File: src/hw/macdp_pkg.sv
// shared constants, codes and carriers of the multiply-accumulate datapath
package macdp_pkg;
    localparam int          MACDP_DW        = 16;
    localparam int          MACDP_PW        = 32;
    localparam int          MACDP_RPT_W     = 8;
    localparam int          MACDP_FIFO_D    = 16;
    localparam logic [15:0] MACDP_INSTR_LEN = 16'h0002; // two-word instruction
    localparam logic [15:0] MACDP_RAM_LO    = 16'h0060; // first on-chip ram word
    localparam logic [15:0] MACDP_RAM_HI    = 16'h07ff; // last on-chip ram word
    localparam logic [31:0] MACDP_POS_MAX   = 32'h7fff_ffff;
    localparam logic [31:0] MACDP_NEG_MAX   = 32'h8000_0000;
    localparam logic [15:0] MACDP_ZERO16    = 16'h0000;
    localparam logic [31:0] MACDP_ZERO32    = 32'h0000_0000;
    localparam logic [2:0]  MACDP_AUX_NONE  = 3'h0;
    localparam logic [2:0]  MACDP_AUX_DEC   = 3'h1;
    localparam logic [2:0]  MACDP_AUX_INC   = 3'h2;
    localparam logic [2:0]  MACDP_AUX_BRSUB = 3'h4;
    localparam logic [2:0]  MACDP_AUX_SUB0  = 3'h5;
    localparam logic [2:0]  MACDP_AUX_ADD0  = 3'h6;
    localparam logic [2:0]  MACDP_AUX_BRADD = 3'h7;
    localparam logic [1:0]  MACDP_PM_NONE   = 2'h0;
    localparam logic [1:0]  MACDP_PM_LEFT1  = 2'h1;
    localparam logic [1:0]  MACDP_PM_LEFT4  = 2'h2;
    localparam logic [1:0]  MACDP_PM_RIGHT6 = 2'h3;

    typedef enum logic {MACDP_MUL_ACC, MACDP_MUL_ACC_MOVE} macdp_op_t;

    // one decoded instruction as handed over by the sequencer
    typedef struct packed {
        macdp_op_t               op;
        logic                    indirect;
        logic [6:0]              dma;
        logic [8:0]              dataPage;
        logic [2:0]              auxUpdate;
        logic                    loadPtr;
        logic [2:0]              nextAux;
        logic [15:0]             pma;
        logic [15:0]             instrAddr;
        logic [MACDP_RPT_W-1:0]  rptCount;
        logic                    sameBlock;
        logic                    op2Single;
    } macdp_cmd_t;

    typedef struct packed {
        logic [31:0] acc;
        logic        carry;
        logic        ovf;
    } macdp_sum_t;
endpackage

File: src/hw/macdp_core.sv
// multiply-accumulate datapath: sequencer, operand addressing, move and result stream
`timescale 1ns/1ps
module macdp_core
    import macdp_pkg::*;
#(
    parameter int FIFO_DEPTH = MACDP_FIFO_D
) (
    input  wire logic        clk,
    input  wire logic        rst_b,
    input  wire logic        cmdValid,
    input  wire macdp_cmd_t  cmd,
    output logic             cmdReady,
    input  wire logic [1:0]  productShiftMode,
    input  wire logic        overflowSaturateMode,
    input  wire logic        overflowClear,
    input  wire logic        auxWrEn,
    input  wire logic [2:0]  auxWrIdx,
    input  wire logic [15:0] auxWrData,
    output logic [15:0]      pmAddr,
    output logic             pmRd,
    input  wire logic [15:0] pmData,
    input  wire logic        pmRdy,
    output logic [15:0]      dmAddr,
    output logic             dmRd,
    input  wire logic [15:0] dmData,
    input  wire logic        dmRdy,
    output logic             dmWrEn,
    output logic [15:0]      dmWrAddr,
    output logic [15:0]      dmWrData,
    output logic             resValid,
    input  wire logic        resReady,
    output logic [31:0]      resData,
    output logic [31:0]      accumulator,
    output logic [31:0]      product,
    output logic [15:0]      multiplicand,
    output logic             carryFlag,
    output logic             overflowFlag,
    output logic [2:0]       auxRegPointer,
    output logic [15:0]      microStack,
    output logic             done
);
    typedef enum logic [1:0] {S_IDLE, S_SETUP, S_STEP, S_FINISH} macdp_state_t;

    macdp_state_t           state_reg;
    macdp_state_t           state_next;
    macdp_cmd_t             cmd_reg;
    logic [15:0]            auxReg [8];
    logic [MACDP_RPT_W-1:0] rptCnt_reg;
    logic [1:0]             waitCnt_reg;
    logic [1:0]             waitLoad;
    logic [31:0]            accumulator_reg;
    logic [31:0]            product_reg;
    logic [15:0]            multiplicand_reg;
    logic [15:0]            programCounter_reg;
    logic [15:0]            microStack_reg;
    logic [15:0]            dmAddr_reg;
    logic [2:0]             auxRegPointer_reg;
    logic                   carry_reg;
    logic                   overflow_reg;
    logic                   dmWrEn_reg;
    logic [15:0]            dmWrAddr_reg;
    logic [15:0]            dmWrData_reg;
    logic                   done_reg;
    logic                   rd_reg;
    logic                   cmdReady_reg;
    macdp_sum_t             sumRes;
    logic                   fifoInReady;
    logic                   accepted;
    logic                   stepGo;
    logic                   lastStep;
    logic                   moveEn;
    logic                   repeated;
    logic [15:0]            curAux;
    logic [15:0]            updAux;
    logic [2:0]             nextPtr;
    logic [15:0]            nextIndAddr;
    logic [15:0]            directAddr;
    logic [31:0]            mulRes;

    // reverse-carry arithmetic for fft addressing
    function automatic logic [15:0] bitRev(input logic [15:0] v);
        logic [15:0] r;
        r = '0;
        for (int i = 0; i < 16; i++) begin
            r[i] = v[15-i];
        end
        return r;
    endfunction

    // auxiliary register update for the indirect modes
    function automatic logic [15:0] auxStep(input logic [15:0] cur, input logic [15:0] ofs,
                                            input logic [2:0] code);
        logic [15:0] r;
        r = cur;
        case (code)
            MACDP_AUX_DEC:   r = cur - 16'h0001;
            MACDP_AUX_INC:   r = cur + 16'h0001;
            MACDP_AUX_SUB0:  r = cur - ofs;
            MACDP_AUX_ADD0:  r = cur + ofs;
            MACDP_AUX_BRSUB: r = bitRev(bitRev(cur) - bitRev(ofs));
            MACDP_AUX_BRADD: r = bitRev(bitRev(cur) + bitRev(ofs));
            default:         r = cur;
        endcase
        return r;
    endfunction

    // extra stall cycles for a step: same-block conflicts and the move write
    function automatic logic [1:0] stepExtra(input macdp_cmd_t c, input logic edgeStep);
        logic [1:0] e;
        logic       mv;
        mv = (c.rptCount != '0) && c.op2Single && (c.op == MACDP_MUL_ACC_MOVE);
        e  = {1'b0, c.sameBlock} + {1'b0, mv};
        if (mv && edgeStep) begin
            e = e - 2'h1;
        end
        return e;
    endfunction

    // the move source is range-checked: only an address inside on-chip ram enables the move write
    function automatic logic isOnChipRam(input logic [15:0] a);
        return (a >= MACDP_RAM_LO) && (a <= MACDP_RAM_HI);
    endfunction

    macdp_accum u_accum (
        .acc       (accumulator_reg),
        .product   (product_reg),
        .shiftMode (productShiftMode),
        .satMode   (overflowSaturateMode),
        .result    (sumRes)
    );

    // each accumulated value is streamed out; a full fifo stalls the step
    macdp_fifo #(.W(MACDP_PW), .D(FIFO_DEPTH)) u_fifo (
        .clk      (clk),
        .rst_b    (rst_b),
        .inValid  (stepGo),
        .inReady  (fifoInReady),
        .inData   (sumRes.acc),
        .outValid (resValid),
        .outReady (resReady),
        .outData  (resData)
    );

    // step decode and operand address selection
    assign accepted    = (state_reg == S_IDLE) && cmdValid;
    assign stepGo      = (state_reg == S_STEP) && (waitCnt_reg == 2'h0) && pmRdy && dmRdy
                         && fifoInReady;
    assign lastStep    = (rptCnt_reg == '0);
    assign repeated    = (cmd_reg.rptCount != '0);
    assign moveEn      = (cmd_reg.op == MACDP_MUL_ACC_MOVE) && isOnChipRam(dmAddr_reg);
    assign curAux      = auxReg[auxRegPointer_reg];
    assign updAux      = auxStep(curAux, auxReg[0], cmd_reg.auxUpdate);
    assign nextPtr     = cmd_reg.loadPtr ? cmd_reg.nextAux : auxRegPointer_reg;
    assign nextIndAddr = (nextPtr == auxRegPointer_reg) ? updAux : auxReg[nextPtr];
    assign directAddr  = {cmd.dataPage, cmd.dma};
    assign mulRes      = 32'($signed(dmData) * $signed(pmData));
    assign waitLoad    = (state_reg == S_SETUP)
                         ? stepExtra(cmd_reg, 1'b1)
                         : stepExtra(cmd_reg, rptCnt_reg == {{(MACDP_RPT_W-1){1'b0}}, 1'b1});

    // sequencer: setup, n steps, restore
    always_comb begin
        state_next = state_reg;
        case (state_reg)
            S_IDLE:   state_next = cmdValid ? S_SETUP : S_IDLE;
            S_SETUP:  state_next = S_STEP;
            S_STEP:   state_next = (stepGo && lastStep) ? S_FINISH : S_STEP;
            S_FINISH: state_next = S_IDLE;
            default:  state_next = S_IDLE;
        endcase
    end

    always_ff @(posedge clk) begin
        if (!rst_b) begin
            state_reg    <= S_IDLE;
            cmd_reg      <= '0;
            cmdReady_reg <= 1'b1;
        end else begin
            state_reg    <= state_next;
            cmdReady_reg <= (state_next == S_IDLE);
            if (accepted) begin
                cmd_reg <= cmd;
            end
        end
    end

    // repeat counter and per-step stall counter
    always_ff @(posedge clk) begin
        if (!rst_b) begin
            rptCnt_reg  <= '0;
            waitCnt_reg <= 2'h0;
        end else if (accepted) begin
            rptCnt_reg <= cmd.rptCount;
        end else if (state_reg == S_SETUP || stepGo) begin
            waitCnt_reg <= waitLoad;
            if (stepGo) begin
                rptCnt_reg <= rptCnt_reg - 1'b1;
            end
        end else if (waitCnt_reg != 2'h0) begin
            waitCnt_reg <= waitCnt_reg - 2'h1;
        end
    end

    // program counter and micro stack
    always_ff @(posedge clk) begin
        if (!rst_b) begin
            programCounter_reg <= MACDP_ZERO16;
            microStack_reg     <= MACDP_ZERO16;
        end else if (state_reg == S_SETUP) begin
            microStack_reg     <= cmd_reg.instrAddr + MACDP_INSTR_LEN;
            programCounter_reg <= cmd_reg.pma;
        end else if (stepGo) begin
            programCounter_reg <= programCounter_reg + 16'h0001;
        end else if (state_reg == S_FINISH) begin
            programCounter_reg <= microStack_reg;
        end
    end

    // data address: constant when direct, follows the aux register when indirect
    always_ff @(posedge clk) begin
        if (!rst_b) begin
            dmAddr_reg <= MACDP_ZERO16;
        end else if (accepted) begin
            dmAddr_reg <= cmd.indirect ? auxReg[auxRegPointer_reg] : directAddr;
        end else if (stepGo && cmd_reg.indirect) begin
            dmAddr_reg <= nextIndAddr;
        end
    end

    // auxiliary registers: software loads only while idle
    always_ff @(posedge clk) begin
        if (!rst_b) begin
            auxRegPointer_reg <= 3'h0;
            for (int i = 0; i < 8; i++) begin
                auxReg[i] <= MACDP_ZERO16;
            end
        end else if (stepGo && cmd_reg.indirect) begin
            auxReg[auxRegPointer_reg] <= updAux;
            auxRegPointer_reg         <= nextPtr;
        end else if (auxWrEn && state_reg == S_IDLE) begin
            auxReg[auxWrIdx] <= auxWrData;
        end
    end

    // arithmetic registers: accumulate old product, then multiply the new pair
    always_ff @(posedge clk) begin
        if (!rst_b) begin
            accumulator_reg  <= MACDP_ZERO32;
            product_reg      <= MACDP_ZERO32;
            multiplicand_reg <= MACDP_ZERO16;
            carry_reg        <= 1'b0;
        end else if (stepGo) begin
            accumulator_reg  <= sumRes.acc;
            carry_reg        <= sumRes.carry;
            multiplicand_reg <= dmData;
            product_reg      <= mulRes;
        end
    end

    // sticky overflow: a new overflow wins over a clear in the same cycle
    always_ff @(posedge clk) begin
        if (!rst_b) begin
            overflow_reg <= 1'b0;
        end else if (stepGo && sumRes.ovf) begin
            overflow_reg <= 1'b1;
        end else if (overflowClear) begin
            overflow_reg <= 1'b0;
        end
    end

    // data move write, one pulse per step, only when the source address is in on-chip ram
    always_ff @(posedge clk) begin
        if (!rst_b) begin
            dmWrEn_reg   <= 1'b0;
            dmWrAddr_reg <= MACDP_ZERO16;
            dmWrData_reg <= MACDP_ZERO16;
            done_reg     <= 1'b0;
            rd_reg       <= 1'b0;
        end else begin
            dmWrEn_reg <= stepGo && moveEn;
            done_reg   <= (state_reg == S_FINISH);
            rd_reg     <= (state_next == S_STEP);
            if (stepGo) begin
                dmWrAddr_reg <= dmAddr_reg + 16'h0001;
                dmWrData_reg <= dmData;
            end
        end
    end

    assign cmdReady      = cmdReady_reg; // a flop so the port carries no decode glitch
    assign pmAddr        = programCounter_reg;
    assign pmRd          = rd_reg;
    assign dmAddr        = dmAddr_reg;
    assign dmRd          = rd_reg;
    assign dmWrEn        = dmWrEn_reg;
    assign dmWrAddr      = dmWrAddr_reg;
    assign dmWrData      = dmWrData_reg;
    assign accumulator   = accumulator_reg;
    assign product       = product_reg;
    assign multiplicand  = multiplicand_reg;
    assign carryFlag     = carry_reg;
    assign overflowFlag  = overflow_reg;
    assign auxRegPointer = auxRegPointer_reg;
    assign microStack    = microStack_reg;
    assign done          = done_reg;

    // helper: cycles since acceptance and whether memory or fifo ever stalled
    logic [9:0] cycCnt_reg;
    logic       stalled_reg;
    always_ff @(posedge clk) begin
        if (!rst_b) begin
            cycCnt_reg  <= '0;
            stalled_reg <= 1'b0;
        end else if (accepted) begin
            cycCnt_reg  <= 10'h001;
            stalled_reg <= 1'b0;
        end else if (state_reg != S_IDLE) begin
            cycCnt_reg <= cycCnt_reg + 10'h001;
            if (state_reg == S_STEP && !(pmRdy && dmRdy && fifoInReady)) begin
                stalled_reg <= 1'b1;
            end
        end
    end

    accum_add_a: assert property (@(posedge clk) disable iff (!rst_b)
        stepGo |=> accumulator == $past(sumRes.acc)) else $error("accumulate wrong");
    carry_flag_a: assert property (@(posedge clk) disable iff (!rst_b)
        stepGo |=> carryFlag == $past(sumRes.carry)) else $error("carry wrong");
    mult_load_a: assert property (@(posedge clk) disable iff (!rst_b)
        stepGo |=> multiplicand == $past(dmData)
                   && product == 32'($signed($past(dmData)) * $signed($past(pmData))))
        else $error("multiply wrong");
    pc_swap_a: assert property (@(posedge clk) disable iff (!rst_b)
        state_reg == S_SETUP |=> pmAddr == cmd_reg.pma
                   ##[1:600] state_reg == S_IDLE && pmAddr == microStack)
        else $error("pc save or restore wrong");
    rpt_walk_a: assert property (@(posedge clk) disable iff (!rst_b)
        stepGo && !lastStep |=> pmAddr == $past(pmAddr) + 16'h0001
                   && rptCnt_reg == $past(rptCnt_reg) - 1'b1) else $error("repeat step wrong");
    direct_hold_a: assert property (@(posedge clk) disable iff (!rst_b)
        stepGo && !cmd_reg.indirect |=> $stable(dmAddr)) else $error("direct addr moved");
    move_write_a: assert property (@(posedge clk) disable iff (!rst_b)
        stepGo |=> dmWrEn == $past(moveEn)
                   && (!dmWrEn || dmWrAddr == $past(dmAddr) + 16'h0001))
        else $error("move write wrong");
    single_time_a: assert property (@(posedge clk) disable iff (!rst_b)
        state_reg == S_FINISH && !stalled_reg && !repeated && !cmd_reg.sameBlock
        |-> cycCnt_reg == 10'd3) else $error("single run not three cycles");
    rpt_time_a: assert property (@(posedge clk) disable iff (!rst_b)
        state_reg == S_FINISH && !stalled_reg && repeated && !cmd_reg.sameBlock
        && !cmd_reg.op2Single |-> cycCnt_reg == 10'(cmd_reg.rptCount) + 10'd3)
        else $error("repeat run not n+2");
    conflict_time_a: assert property (@(posedge clk) disable iff (!rst_b)
        state_reg == S_FINISH && !stalled_reg && cmd_reg.sameBlock
        && cmd_reg.op == MACDP_MUL_ACC |-> cycCnt_reg == 10'(cmd_reg.rptCount) * 10'd2 + 10'd4)
        else $error("conflict run wrong length");
    ovf_sticky_a: assert property (@(posedge clk) disable iff (!rst_b)
        stepGo && sumRes.ovf |=> overflowFlag) else $error("overflow not flagged");

    single_run_c: cover property (@(posedge clk) disable iff (!rst_b)
        accepted && cmd.rptCount == '0 ##4 done);
    aux_ptr_c: cover property (@(posedge clk) disable iff (!rst_b)
        stepGo && cmd_reg.indirect && cmd_reg.loadPtr);
    repeat_run_c: cover property (@(posedge clk) disable iff (!rst_b)
        stepGo && !lastStep ##1 stepGo);
    move_run_c: cover property (@(posedge clk) disable iff (!rst_b) dmWrEn);
    fifo_full_c: cover property (@(posedge clk) disable iff (!rst_b)
        state_reg == S_STEP && !fifoInReady);
endmodule

File: src/hw/macdp_fifo.sv
// result fifo with parameterised width and depth
`timescale 1ns/1ps
module macdp_fifo
    import macdp_pkg::*;
#(
    parameter int W = 32,
    parameter int D = 16
) (
    input  wire logic         clk,
    input  wire logic         rst_b,
    input  wire logic         inValid,
    output logic              inReady,
    input  wire logic [W-1:0] inData,
    output logic              outValid,
    input  wire logic         outReady,
    output logic [W-1:0]      outData
);
    localparam int AW = $clog2(D);
    logic [W-1:0]  mem [D];
    logic [AW:0]   wrPtr_reg;
    logic [AW:0]   rdPtr_reg;
    logic          doWr;
    logic          doRd;

    // full when pointers differ only in the wrap bit
    assign inReady  = !((wrPtr_reg[AW] != rdPtr_reg[AW]) &&
                        (wrPtr_reg[AW-1:0] == rdPtr_reg[AW-1:0]));
    assign outValid = (wrPtr_reg != rdPtr_reg);
    assign doWr     = inValid && inReady;
    assign doRd     = outValid && outReady;
    assign outData  = mem[rdPtr_reg[AW-1:0]];

    // storage has no reset, only the pointers do
    always_ff @(posedge clk) begin
        if (doWr) begin
            mem[wrPtr_reg[AW-1:0]] <= inData;
        end
    end

    always_ff @(posedge clk) begin
        if (!rst_b) begin
            wrPtr_reg <= '0;
            rdPtr_reg <= '0;
        end else begin
            wrPtr_reg <= wrPtr_reg + (AW+1)'(doWr);
            rdPtr_reg <= rdPtr_reg + (AW+1)'(doRd);
        end
    end
endmodule

File: src/hw/macdp_accum.sv
// product shifter and accumulator adder with carry, overflow and saturation
`timescale 1ns/1ps
module macdp_accum
    import macdp_pkg::*;
(
    input  wire logic [31:0] acc,
    input  wire logic [31:0] product,
    input  wire logic [1:0]  shiftMode,
    input  wire logic        satMode,
    output macdp_sum_t       result
);
    logic [31:0] shifted;
    logic [32:0] sum33;
    logic        ovf;

    // product output shifter
    always_comb begin
        case (shiftMode)
            MACDP_PM_NONE:   shifted = product;
            MACDP_PM_LEFT1:  shifted = {product[30:0], 1'b0};
            MACDP_PM_LEFT4:  shifted = {product[27:0], 4'h0};
            MACDP_PM_RIGHT6: shifted = 32'($signed(product) >>> 6);
            default:         shifted = product;
        endcase
    end

    // unsigned carry out, signed overflow when like signs give an unlike result
    assign sum33 = {1'b0, acc} + {1'b0, shifted};
    assign ovf   = (acc[31] == shifted[31]) && (sum33[31] != acc[31]);

    assign result.carry = sum33[32];
    assign result.ovf   = ovf;
    // saturate toward the sign of the operands
    assign result.acc   = (satMode && ovf) ? (acc[31] ? MACDP_NEG_MAX : MACDP_POS_MAX)
                                           : sum33[31:0];
endmodule

File: config.mk
export PLATFORM = sky130hd
export DESIGN_NAME = macdp_core
export DESIGN_NICKNAME = d
export VERILOG_FILES = /design/src/hw/macdp_pkg.sv /design/src/hw/macdp_core.sv /design/src/hw/macdp_fifo.sv /design/src/hw/macdp_accum.sv
export SDC_FILE = /design/constraint.sdc
export NUM_CORES = 2
export LEC_CHECK = 0
export BUFFER_PORTS_ARGS = -buffer_cell sky130_fd_sc_hd__buf_2
export CORE_UTILIZATION = 32
export CTS_CLUSTER_DIAMETER = 50
export CTS_CLUSTER_SIZE = 30
export DETAILED_ROUTE_END_ITERATION = 16
export SYNTH_ARGS = -nofsm -noshare
export SYNTH_HDL_FRONTEND = slang
export SYNTH_SLANG_ARGS = --single-unit
File: constraint.sdc
create_clock -name clk -period 9.1 [get_ports clk]
set_input_delay 0.91 -clock clk [delete_from_list [all_inputs] [get_ports clk]]
set_output_delay 0.91 -clock clk [all_outputs]
set_load 0.03 [all_outputs]
==> metrics <==
syn nets 4848; layout cells sized above 1 19.1%; Hold Crit Class input port to register; number of synthesized flops with an enable pin 640; worst setup path endpoint product[31]; Final Hold Fails 0; drt drc 0; DRT iter0 DRCs 2897; Syn Inst Count 4270; FP Rows 146; via/cell ratio 5.29; cts repair resizes 0; CTS H-tree lvls 3; GRT overflow 0; Netlist cell types 92; CTS tree built; power per standard cell area 273 nW/um^2; Layout area overhead 13.9%; port bufs 331; GRT Total Usage 19.1%; adder-cell share of the synthesized area 14.8%; CTS Hold Buffers Added 0; Post-CTS Setup Inserts 0; CP max FO 16; TNS Setup 0 ns; drt first pass iters 6; period utilization 74.1%; Sink Count 869; antenna violations before repair 9; Die Span X 403 um; worst r2r dst auxReg[0][1]; Setup Crit Path Kind input port to register; Final min period 6.74 ns; die area 162000 sq um; #FFs+latches synth 869; reg-to-reg setup timing slack 3.14 ns; Filler Cell Count 15.4k; RSZ-0062 raised after global routing false; io pins 332; final setup fails 0; clk_skew 0.0601 ns; clock-pin slew on the worst setup and hold paths 0.06 ns; area of the core 159000 sq um; top-count cell post-synth edfxtp_1; WL final 156 mm; top post-synthesis cells by area edfxtp_1 37%, mux4_2 11%, fa_1 10%; Synth Area in Compound Gates 8.71%; synth warn 0; TritonCTS Buffers 94; CP arrival 7.36 ns; CTS Root Cell clkbuf_16; hpwl dp 110 mm; startpoint type of the worst setup path input port; mux cell area share after synthesis 12.2%; Initial Util 32.3%; final net count 5083; Commonest cells post-synth 640 x edfxtp_1, 497 x nand2_1, 381 x inv_1; Slew Limit Fails 0; Register-to-Register Path Depth 15; Worst Path Required 9.72 ns; max FFs per register 512; max-cap viol count 0; Top FF cell, synth edfxtp_1; antenna-violating nets left 0; fin util 36.8%; vias in the first global route 35.1k; syn avg cell area 12.0 sq um; Hold Crit Start cmd[22]; Syn Std Cell Area 51400 sq um; worst setup path startpoint pmData[2]; Yosys top cell area share 37.4%; outcome finished, final reports clean; Avg WL per Cell 23.5 um; Slew HR 15.9%; Max rail drop VDD 0.526 mV; via count 35.2k; largest family of logic cells by synthesized area adder cells; Clock Latency Late Sink 0.74 ns; largest net degree at the start of global routing 108; Simple-Gate Fraction of Synth Area 10.5%; Die Ht 403 um; gpl congestion 0.904; Bufs on Longest Clock Path 3; register area share after synthesis 46.3%; worst slew pin tran 1.25 ns; Synth Area in XOR/XNOR 2.66%; first-pass GRT wire length 232 mm; ys async rst share 0%; maximum clock rate 148 MHz; cell taking the most area after synthesis edfxtp_1; Leak 23.2 nW; crit end category register
layer usage:
metal  track usage (%)  vias to the layer above  routed length (um)
li1                  -                    15700                   -
met1              26.1                    18100               66900
met2              30.2                     1245               72400
met3              4.87                      202               13200
met4              5.04                        4                3880
met5                 0                        -                  22
report_power, final:
part           internal, mW  switching, mW
Combinational          3.03           4.19
Sequential             4.46          0.161
Clock                  2.22           1.88
logic make-up (layout without fill, tap and decap cells):
| kind of cell | count (synthesis) | after routing |
|---|---|---|
| flip-flops | 869 | 869 |
| adder cells (fa/ha/maj) | 449 | 449 |
| buffers and inverters | 621 | 936 |
| AO/OA/AOI/OAI | 679 | 679 |
| multiplexers | 306 | 306 |
| other | 0 | 2 |
| AND/OR/NAND/NOR | 1190 | 1190 |
| XOR/XNOR | 156 | 156 |
worst min-delay path by stage:
stage          depth (start not counted)  slack [ns]     endpoint
2_1_floorplan                          2        0.44  cmd_reg[10]
3_3_place_gp                           2        0.45   cmd_reg[5]
4_1_cts                                3        0.37  cmd_reg[22]
6_report                               3        0.43  cmd_reg[22]
3_5_place_dp                           2        0.46   cmd_reg[5]
5_1_grt                                3        0.41  cmd_reg[21]
final cells by class:
type / count / area (sq um) / area share [%]
well taps: 2072 / 2590 / 4.43
inverters: 383 / 1440 / 2.47
repair buffers: 377 / 2020 / 3.45
multi-input cells: 2780 / 25300 / 43.2
clock buffers: 104 / 2430 / 4.16
flip-flops and latches: 869 / 23800 / 40.7
diodes: 2 / 5.00 / 0.00856
clock inverters: 72 / 937 / 1.60
layout by cell type (no fill, tap or decap), types with 62 or more instances in the layout:
cell | netlist | routed
xor2_1 | 62 | 62
nor2_1 | 288 | 276
inv_1 | 381 | 381
fa_1 | 266 | 266
edfxtp_1 | 640 | 640
nand2_1 | 497 | 496
o21ai_0 | 145 | 141
a21oi_1 | 164 | 164
and2_1 | 139 | 139
xnor2_1 | 94 | 94
mux4_2 | 251 | 251
a21boi_0 | 77 | 77
dfxtp_1 | 229 | 224
ha_1 | 183 | 182
nor3_1 | 73 | 69
buf_2 | 34 | 330
clkbuf_16 | 0 | 95
critical path, stage by stage:
cell	delay (ns)
buf_2	0.32
nand2_1	0.18
fa_1	0.63
inv_1	0.15
fa_1	0.78
fa_1	0.54
fa_1	0.52
fa_1	0.50
inv_1	0.05
fa_1	0.47
inv_1	0.04
ha_1	0.34
and3_1	0.22
nand3_1	0.11
nor2_1	0.05
a2111oi_0	0.36
o21ai_1	0.23
a211o_1	0.29
a21oi_1	0.24
nor2b_1	0.09
o221a_1	0.21
a21boi_1	0.13
through the flow:
step	cells	instance area [sq um]	setup slack, ns	hold WS [ns]	power (mW)
6_report	6659	58500	2.36	0.431	15.9
3_3_place_gp	6481	55100	1.79	0.453	11.9
2_1_floorplan	4270	51400	2.27	0.443	10.3
5_1_grt	6658	58500	1.99	0.414	17.2
3_5_place_dp	6481	55100	1.69	0.460	12.0
4_1_cts	6657	58500	2.42	0.371	16.1
(Power assumes the default switching activity.)
